[config.mk]
export PLATFORM = sky130hd
export DESIGN_NAME = dit_timer
export DESIGN_NICKNAME = d
export VERILOG_FILES = /design/src/rtl/dit_pkg.sv /design/src/rtl/dit_prescaler.sv /design/src/rtl/dit_edge_sync.sv /design/src/rtl/dit_timer.sv
export VERILOG_INCLUDE_DIRS = /design/src /design/src/rtl
export SDC_FILE = /design/constraint.sdc
export NUM_CORES = 1
export LEC_CHECK = 0
export BUFFER_PORTS_ARGS = -buffer_cell sky130_fd_sc_hd__buf_2
export CORE_MARGIN = 2
export CORE_UTILIZATION = 35
export DETAILED_ROUTE_END_ITERATION = 12
export PLACE_DENSITY = 0.64
export SYNTH_ARGS = -nofsm -noshare
export SYNTH_HDL_FRONTEND = slang
export SYNTH_SLANG_ARGS = --single-unit
export TNS_END_PERCENT = 20
[constraint.sdc]
create_clock -name pclk -period 2.81 [get_ports pclk]
set_clock_uncertainty 0.15 [all_clocks]
set_input_delay 0.281 -clock pclk [delete_from_list [all_inputs] [get_ports pclk]]
set_output_delay 0.281 -clock pclk [all_outputs]
set_load 0.1 [all_outputs]
[src/rtl/dit_params.svh]
// Constants for the dual 8-bit cascade interval timer: offsets, fields, resets.
// Assumes a 50 MHz pclk and an APB slave with 32-bit data, one register a word.
`ifndef DIT_PARAMS_SVH
`define DIT_PARAMS_SVH
// Register indices; the byte address is four times the index.
`define DIT_IDX_RUN 6'h20
`define DIT_IDX_LOW_COMPARE_REG 6'h22
`define DIT_IDX_HIGH_COMPARE_REG 6'h23
`define DIT_IDX_MODE 6'h24
`define DIT_IDX_FFCR 6'h25
`define DIT_IDX_STAT 6'h26
// Run control bit positions and writable mask.
`define DIT_RUN_PRE 7
`define DIT_RUN_HIGH 1
`define DIT_RUN_LOW 0
`define DIT_RUN_MASK 8'h83
// Mode register fields.
`define DIT_PAIR_HI 7
`define DIT_PAIR_LO 6
`define DIT_HCLK_HI 3
`define DIT_HCLK_LO 2
`define DIT_LCLK_HI 1
`define DIT_LCLK_LO 0
`define DIT_PAIR_16 2'b01
// Clock select codes.
`define DIT_CLK_SEL0 2'b00
`define DIT_CLK_SEL1 2'b01
`define DIT_CLK_SEL2 2'b10
// Flip-flop control fields and commands.
`define DIT_FF_CMD_HI 3
`define DIT_FF_CMD_LO 2
`define DIT_FF_INV_EN 1
`define DIT_FF_SRC 0
`define DIT_FF_CMD_INV 2'b00
`define DIT_FF_CMD_SET 2'b01
`define DIT_FF_CMD_CLR 2'b10
`define DIT_FF_CMD_KEEP 2'b11
// Reset values and prescaler tap widths.
`define DIT_RST8 8'h00
`define DIT_CNT_MAX 8'hff
`define DIT_PRE_W 11
`define DIT_TAP8_W 3
`define DIT_TAP32_W 5
`define DIT_TAP128_W 7
`endif

[src/rtl/dit_pkg.sv]
// Types shared by the interval timer modules.
// Assumes dit_params.svh supplies the widths.
`default_nettype none
`include "dit_params.svh"
package dit_pkg;
	// State of the prescaler.
	typedef struct packed {
		logic [`DIT_PRE_W-1:0] cnt;
	} dit_pre_t;
	// State of the external input synchroniser.
	typedef struct packed {
		logic meta;
		logic sync;
		logic last;
	} dit_sync_t;
	// State of the timer pair and its bus slave.
	typedef struct packed {
		logic [7:0] run_control_reg;
		logic [7:0] mode_reg;
		logic [7:0] low_compare_reg;
		logic [7:0] high_compare_reg;
		logic inv_en;
		logic invert_source_select;
		logic output_flipflop;
		logic cmp_en;
		logic [7:0] low_up_counter;
		logic [7:0] high_up_counter;
		logic low_timer_irq;
		logic high_timer_irq;
		logic pready;
		logic pslverr;
		logic [31:0] prdata;
	} dit_state_t;
endpackage
`default_nettype wire

[src/rtl/dit_prescaler.sv]
// Prescaler producing the four count taps as one-cycle pulses.
// Assumes the run level comes from a register in the pclk domain.
`default_nettype none
`include "dit_params.svh"
module dit_prescaler (
	// Clock and reset.
	input wire logic pclk,
	input wire logic presetn,
	// Control.
	input wire logic prescaler_run_bit,
	// Tap pulses.
	output logic tap_div8,
	output logic tap_div32,
	output logic tap_div128,
	output logic tap_div2048
);
	import dit_pkg::*;
	dit_pre_t s_reg; // Current prescaler count.
	dit_pre_t s_next; // Next prescaler count.

	// Count while running, hold at zero while stopped.
	always_comb begin
		s_next = s_reg;
		if (prescaler_run_bit) begin
			s_next.cnt = s_reg.cnt + 1'b1;
		end else begin
			s_next.cnt = '0;
		end
	end

	// Each tap fires when its low bits are all ones.
	assign tap_div8 = prescaler_run_bit && (&s_reg.cnt[`DIT_TAP8_W-1:0]);
	assign tap_div32 = prescaler_run_bit && (&s_reg.cnt[`DIT_TAP32_W-1:0]);
	assign tap_div128 = prescaler_run_bit && (&s_reg.cnt[`DIT_TAP128_W-1:0]);
	assign tap_div2048 = prescaler_run_bit && (&s_reg.cnt);

	// Register the state.
	always_ff @(posedge pclk or negedge presetn) begin
		if (!presetn) begin
			s_reg <= '0;
		end else begin
			s_reg <= s_next;
		end
	end
endmodule
`default_nettype wire

[src/rtl/dit_edge_sync.sv]
// Synchroniser and rising edge detector for the external count input.
// Assumes the input is asynchronous to pclk and slower than pclk / 2.
`default_nettype none
module dit_edge_sync (
	// Clock and reset.
	input wire logic pclk,
	input wire logic presetn,
	// Raw input and its edge pulse.
	input wire logic external_count_input,
	output logic rise_pulse
);
	import dit_pkg::*;
	dit_sync_t s_reg; // Synchroniser stages.
	dit_sync_t s_next; // Next stage values.

	// Shift the input through two flops, then keep one more for the edge.
	always_comb begin
		s_next = s_reg;
		s_next.meta = external_count_input;
		s_next.sync = s_reg.meta;
		s_next.last = s_reg.sync;
	end

	// Only the settled stages feed the edge detector.
	assign rise_pulse = s_reg.sync && !s_reg.last;

	// Register the state.
	always_ff @(posedge pclk or negedge presetn) begin
		if (!presetn) begin
			s_reg <= '0;
		end else begin
			s_reg <= s_next;
		end
	end
endmodule
`default_nettype wire

[src/rtl/dit_timer.sv]
// Dual 8-bit interval timer with 16-bit cascade and shared output flip-flop.
// Assumes an APB master on pclk; the external count input may be asynchronous.
//
// Local design decision: the APB interface to the registers.
`default_nettype none
`include "dit_params.svh"
module dit_timer (
	// Clock and reset.
	input wire logic pclk,
	input wire logic presetn,
	// APB slave.
	input wire logic psel,
	input wire logic penable,
	input wire logic pwrite,
	input wire logic [7:0] paddr,
	input wire logic [31:0] pwdata,
	output logic [31:0] prdata,
	output logic pready,
	output logic pslverr,
	// Timer pins and interrupt requests.
	input wire logic external_count_input,
	output logic timer_output_pin,
	output logic low_timer_irq,
	output logic high_timer_irq
);
	import dit_pkg::*;

	dit_state_t s_reg; // All registered state.
	dit_state_t s_next; // Next value of the state.

	logic tap_div8; // Prescaler tap, pclk / 8.
	logic tap_div32; // Prescaler tap, pclk / 32.
	logic tap_div128; // Prescaler tap, pclk / 128.
	logic tap_div2048; // Prescaler tap, pclk / 2048.
	logic ext_pulse; // Rising edge of the external count input.

	logic run0; // Low timer runs.
	logic run1; // High timer runs.
	logic mode16; // Pair is cascaded.
	logic tick0; // Low counter advance.
	logic tick1; // High counter advance.
	logic match0; // Low comparator match.
	logic match1; // High comparator match in 8-bit mode.
	logic ovf0; // Low counter wraps.
	logic match16; // Joint match in 16-bit mode.
	logic toggle; // Hardware toggle request.
	logic [7:0] hi_val; // High count as seen by the joint compare.
	logic access; // APB access phase.
	logic wr_en; // Write takes effect this edge.
	logic [5:0] idx; // Word index of the access.
	logic aligned; // Byte lane bits of the address are zero.

	// Returns true when an address selects the given register index.
	function automatic logic hit(input logic [7:0] a, input logic [5:0] i);
		return a == {i, 2'b00};
	endfunction

	// Returns a counter value advanced by one, wrapping from the top to zero.
	function automatic logic [7:0] step(input logic [7:0] c);
		return c + 8'h01;
	endfunction

	// Prescaler runs from its own run bit.
	dit_prescaler u_pre (
		.pclk(pclk),
		.presetn(presetn),
		.prescaler_run_bit(s_reg.run_control_reg[`DIT_RUN_PRE]),
		.tap_div8(tap_div8),
		.tap_div32(tap_div32),
		.tap_div128(tap_div128),
		.tap_div2048(tap_div2048)
	);

	// External count input is synchronised before use.
	dit_edge_sync u_sync (
		.pclk(pclk),
		.presetn(presetn),
		.external_count_input(external_count_input),
		.rise_pulse(ext_pulse)
	);

	// Bus decode helpers.
	assign access = psel && penable;
	assign wr_en = access && s_reg.pready && pwrite;
	assign idx = paddr[7:2];
	assign aligned = paddr[1:0] == '0;

	// Mode and run decode.
	assign run0 = s_reg.run_control_reg[`DIT_RUN_LOW];
	assign run1 = s_reg.run_control_reg[`DIT_RUN_HIGH];
	assign mode16 = s_reg.mode_reg[`DIT_PAIR_HI:`DIT_PAIR_LO] == `DIT_PAIR_16;

	// Low timer clock select.
	always_comb begin
		case (s_reg.mode_reg[`DIT_LCLK_HI:`DIT_LCLK_LO])
			`DIT_CLK_SEL0: tick0 = ext_pulse;
			`DIT_CLK_SEL1: tick0 = tap_div8;
			`DIT_CLK_SEL2: tick0 = tap_div32;
			default: tick0 = tap_div128;
		endcase
	end

	// A compare of zero matches when the counter wraps.
	assign match0 = run0 && tick0 && step(s_reg.low_up_counter) == s_reg.low_compare_reg;
	assign ovf0 = run0 && tick0 && s_reg.low_up_counter == `DIT_CNT_MAX;

	// High timer clock: low overflow when cascaded, else the select field.
	always_comb begin
		if (mode16) begin
			tick1 = ovf0;
		end else begin
			case (s_reg.mode_reg[`DIT_HCLK_HI:`DIT_HCLK_LO])
				`DIT_CLK_SEL0: tick1 = match0;
				`DIT_CLK_SEL1: tick1 = tap_div8;
				`DIT_CLK_SEL2: tick1 = tap_div128;
				default: tick1 = tap_div2048;
			endcase
		end
	end

	// High comparator for independent operation.
	assign match1 = run1 && tick1 && step(s_reg.high_up_counter) == s_reg.high_compare_reg;

	// The joint compare sees the high count after a same-cycle carry.
	assign hi_val = (run1 && ovf0) ? step(s_reg.high_up_counter) : s_reg.high_up_counter;
	assign match16 = mode16 && s_reg.cmp_en && match0 && run1 && hi_val == s_reg.high_compare_reg;

	// Select which match toggles the output flip-flop.
	assign toggle = s_reg.inv_en
		&& (mode16 ? match16 : (s_reg.invert_source_select ? match1 : match0));

	// Next-state logic for counters, registers, flip-flop and bus answer.
	always_comb begin
		s_next = s_reg;
		s_next.low_timer_irq = 1'b0;
		s_next.high_timer_irq = 1'b0;
		s_next.pready = 1'b0;
		s_next.pslverr = 1'b0;

		// Low counter: stopped clears, match clears, tick advances.
		if (!run0) begin
			s_next.low_up_counter = `DIT_RST8;
		end else if (mode16 ? match16 : match0) begin
			s_next.low_up_counter = `DIT_RST8;
		end else if (tick0) begin
			s_next.low_up_counter = step(s_reg.low_up_counter);
		end

		// High counter follows the same pattern on its own clock.
		if (!run1) begin
			s_next.high_up_counter = `DIT_RST8;
		end else if (mode16 ? match16 : match1) begin
			s_next.high_up_counter = `DIT_RST8;
		end else if (tick1) begin
			s_next.high_up_counter = step(s_reg.high_up_counter);
		end

		// Interrupt pulses; the low one is silent when cascaded.
		s_next.low_timer_irq = !mode16 && match0;
		s_next.high_timer_irq = mode16 ? match16 : match1;

		// Hardware toggle of the output flip-flop.
		if (toggle) begin
			s_next.output_flipflop = !s_reg.output_flipflop;
		end

		// Register writes take effect at the edge that completes the access.
		if (wr_en) begin
			if (hit(paddr, `DIT_IDX_RUN)) begin
				s_next.run_control_reg = pwdata[7:0] & `DIT_RUN_MASK;
			end
			if (hit(paddr, `DIT_IDX_MODE)) begin
				s_next.mode_reg = pwdata[7:0];
			end
			if (hit(paddr, `DIT_IDX_LOW_COMPARE_REG)) begin
				s_next.low_compare_reg = pwdata[7:0];
				s_next.cmp_en = 1'b0;
			end
			if (hit(paddr, `DIT_IDX_HIGH_COMPARE_REG)) begin
				s_next.high_compare_reg = pwdata[7:0];
				s_next.cmp_en = 1'b1;
			end
			if (hit(paddr, `DIT_IDX_FFCR)) begin
				s_next.inv_en = pwdata[`DIT_FF_INV_EN];
				s_next.invert_source_select = pwdata[`DIT_FF_SRC];
				// Set, clear and invert commands override a toggle in the same cycle; keep lets it through.
				case (pwdata[`DIT_FF_CMD_HI:`DIT_FF_CMD_LO])
					`DIT_FF_CMD_INV: s_next.output_flipflop = !s_reg.output_flipflop;
					`DIT_FF_CMD_SET: s_next.output_flipflop = 1'b1;
					`DIT_FF_CMD_CLR: s_next.output_flipflop = 1'b0;
					default: s_next.output_flipflop = s_next.output_flipflop;
				endcase
			end
		end

		// Answer every access after one wait cycle, with data and error.
		if (access && !s_reg.pready) begin
			s_next.pready = 1'b1;
			s_next.prdata = '0;
			case (idx)
				`DIT_IDX_RUN: s_next.prdata[7:0] = s_reg.run_control_reg;
				`DIT_IDX_MODE: s_next.prdata[7:0] = s_reg.mode_reg;
				`DIT_IDX_FFCR: s_next.prdata[7:0] = {4'h0, `DIT_FF_CMD_KEEP,
					s_reg.inv_en, s_reg.invert_source_select};
				`DIT_IDX_STAT: s_next.prdata[16:0] = {s_reg.output_flipflop,
					s_reg.high_up_counter, s_reg.low_up_counter};
				`DIT_IDX_LOW_COMPARE_REG: s_next.prdata = '0;
				`DIT_IDX_HIGH_COMPARE_REG: s_next.prdata = '0;
				default: s_next.pslverr = 1'b1;
			endcase
			// Byte lane bits set hit no register, so the access is refused.
			if (!aligned) begin
				s_next.pslverr = 1'b1;
				s_next.prdata = '0;
			end
		end
	end

	// Register the state; reset gives stopped, cleared, 8-bit, no inversion.
	always_ff @(posedge pclk or negedge presetn) begin
		if (!presetn) begin
			s_reg <= '0;
			s_reg.cmp_en <= 1'b1;
		end else begin
			s_reg <= s_next;
		end
	end

	// Outputs come straight from the state flops.
	assign prdata = s_reg.prdata;
	assign pready = s_reg.pready;
	assign pslverr = s_reg.pslverr;
	assign timer_output_pin = s_reg.output_flipflop;
	assign low_timer_irq = s_reg.low_timer_irq;
	assign high_timer_irq = s_reg.high_timer_irq;
endmodule
`default_nettype wire

==> summary.txt <==
Yosys
  • Flops & latches, synth: 82
  • Syn avg cell area: between 10 and 15 um2
  • Post-synth top flop: dfrtp_1
  • Seq/Total Area, Yosys: 42.8%
  • Post-Syn Area: roughly 0.0048 mm2
  • Cell taking the most area after synthesis: dfrtp_1
  • Number of synthesized flops with an enable pin: 0
  • Post-synth cell types: 66
  • Synth Warn #: 0
  • Syn Inst Count: roughly 470
  • Synth top area share: between 40 and 50%
  • Largest cells by area after synthesis: dfrtp_1, mux2_2, xnor2_1, buf_4, nor2_1
  • Post-synth ARST share: between 90% and 100%

GRT
  • Gr busiest metal: met2
  • Grt total ovfl: 0
  • M1 GR Usage: between 20% and 30%
  • Largest net degree at the start of global routing: between 80 and 90
  • First-pass GRT wire length: between 15000 and 20000 um
  • GR Util met2: 24.4%
  • M3 GR Usage: under 10%
  • Vias in the first global route: 3502
  • GRT Total Usage: 15.7%
  • Initial antenna violation count: 1

Power and ir drop
  • Static leakage: between 2 and 3 nW
  • Design Power: approximately 2.7 mW
  • Max VDD drop: between 0.3 and 0.4 mV
  • Power Density: around 460 mW/mm2

Clocking
  • Clock Pin Slew Worst Setup and Hold Paths: ~60 ps
  • CTS root buffer: clkbuf_16
  • CTS Sinks: 82
  • Htree depth: 3
  • Clock buffer depth: 2
  • CTS tree: yes
  • Skew-Pair Late Insertion Delay: roughly 340 ps
  • Cts bufs inserted: 9

Placed design
  • Routability cong.: 0.898
  • Setup Slack @ Placement: -35.2 ps
  • DP Wirelength: a little over 8000 um
  • Buffers on Ports: 43

Cells and area
  • Filler instances: 1262
  • Layout cells sized above 1: between 30% and 40%
  • Number of flip-flops in the largest register: 44
  • Final nets: 592
  • Area of the multi-input gates: around 0.0025 mm2
  • FF/Latch Area: around 0.0021 mm2
  • Most frequent cells in the layout: dfrtp_1, buf_4, buf_2, nor2_1, nand2_1
  • Commonest non-fill, non-tap cell in the layout: dfrtp_1
  • Diode count: 0
  • Layout area overhead: 19.4%

STA
  • Period utilization: between 90% and 100%
  • Setup Viol. Count Final: 0
  • RSZ-0062 raised after global routing: true
  • Setup ws final: between 90 and 100 ps
  • Slew headroom: between 20% and 30%
  • Final Hold Vio Count: 26
  • Hold WS: -64.5 ps
  • Fmax: between 300 and 400 MHz
  • Final min period: approximately 2700 ps
  • Pins Over Slew Limit: 0
  • Worst-margin pin slew: 1080 ps

Floorplan
  • Placement Rows: 42
  • Die X: ~120 um
  • Die area: 0.0147 mm2
  • Core box area: about 0.013 mm2
  • Die Ht: approximately 120 um
  • Initial Util: a little over a third
  • I/O pins: 83

Detailed routing
  • Antenna Nets Post-Route: 0
  • DR DRC count: 0
  • DR vias: about 3700
  • DRT Wirelength: between 10000 and 15000 um
  • Pre-antenna DRT Iters: 4
  • First DRT Iteration DRCs: 142
  • Avg WL per Cell: 15.1 um
  • Vias/cell: around 5.1

Run
  • Maxcap violations: 0

Worst setup path
  • Startpoint types: flop
  • CP max FO: 8
  • Critical Path End Type: flop
  • CP Class: flop to flop
  • R2R Path Start: s_reg[48]$_DFFE_PN0P_
  • Crit path DAT: roughly 2800 ps
  • R2r endpoint: s_reg[43]$_DFFE_PN0P_
  • Crit path from: s_reg[48]$_DFFE_PN0P_
  • Worst Setup EP: s_reg[43]$_DFFE_PN0P_
  • Reg-to-reg slack, setup: approximately 90 ps
  • Worst R2R Path Depth: 9
  • Worst path required time: a little under 3000 ps

Outcome
  • Status: complete, but fails checks
  • Failing checks: hold timing

Hold path
  • Hold Path Class: input pin to async pin
[Yosys cell counts, drive strengths merged (6+ instances only)]
| library cell | instances |
|---|---|
| nand4 | 11 |
| mux2i | 9 |
| xnor2 | 29 |
| mux2 | 28 |
| nand2 | 31 |
| xor2 | 11 |
| nor3 | 11 |
| nor2b | 9 |
| nand3 | 23 |
| and3 | 6 |
| and2 | 11 |
| nor2 | 37 |
| a22o | 11 |
| buf | 43 |
| a21oi | 12 |
| o21ai | 19 |
| dfrtp | 81 |
| inv | 12 |
| clkbuf | 8 |
[cell type report]
| type | count | share of cell area [%] |
|---|---|---|
| multi-input combinational | 341 | 43.0 |
| sequential | 82 | 35.8 |
| timing repair buffer | 95 | 10.9 |
| clock buffer | 14 | 4.60 |
| tap | 176 | 3.84 |
| clock inverter | 2 | 1.05 |
| inverter | 12 | 0.786 |
[critical path, cell delays in order (launching register included)]
cell	delay (ps)
dfrtp_2	400
buf_4	140
nand4_1	130
xor2_1	180
o31a_2	380
a2111oi_4	420
a31oi_4	160
or3_4	400
nand3_4	160
nor2_1	70
[through the flow]
step                      cells  util (%)  area, um2  TNS [ps]
after CTS                   715      42.1       5590         0
after floorplan             486         -       4860         0
after global routing        722      43.1       5730      -157
after global placement      698      39.5       5250      -216
after detailed placement    698      39.5       5250      -268
final                       722      43.1       5730         0
[routing by layer]
layer  vias to the layer above  share of wire (%)
met1                      1794                 47
li1                       1763                  -
met2                        84                 45
met5                         -              0.073
met3                        13                5.9
met4                         2                1.6
[power breakdown]
group          switching (mW)  total [mW]  internal, mW
combinational           0.163       0.192        0.0291
sequential            0.00358        1.19          1.19
clock                   0.453        1.28         0.828
total                   0.620        2.66          2.04
[repair_timing]
item,in CTS,in global routing
gates resized for setup,3,22
pin swaps,2,16
hold buffers,1,0
gates cloned,0,0
endpoints found under the setup margin,16,18
setup buffers,0,7
hold endpoints to repair,1,0
[how the worst min path moves through the flow]
stage / startpoint / to / slack (ps)
after detailed placement: u_sync.s_next[1]$_DFF_PN0_ / u_sync.s_next[0]$_DFF_PN0_ / 200
after global placement: u_sync.s_next[1]$_DFF_PN0_ / u_sync.s_next[0]$_DFF_PN0_ / 190
after global routing: presetn / prdata[11]$_DFFE_PN0P_ / 70
after CTS: presetn / prdata[11]$_DFFE_PN0P_ / 30
final: presetn / prdata[8]$_DFFE_PN0P_ / -60
after floorplan: presetn / high_timer_irq$_DFF_PN0_ / -160
[logic make-up (layout without fill, tap and decap cells)]
| group | after synthesis | in the layout | synth area share (%) |
|---|---|---|---|
| AND/OR/NAND/NOR | 169 | 169 | 18.9 |
| flip-flops | 82 | 82 | 42.8 |
| AO/OA/AOI/OAI | 74 | 74 | 11.6 |
| buffers and inverters | 63 | 123 | 9.07 |
| XOR/XNOR | 41 | 41 | 7.76 |
| multiplexers | 37 | 37 | 8.44 |
| adder cells (fa/ha/maj) | 5 | 5 | 1.30 |
| other | 1 | 15 | 0.0781 |
Power figures use the tool's default switching activity.
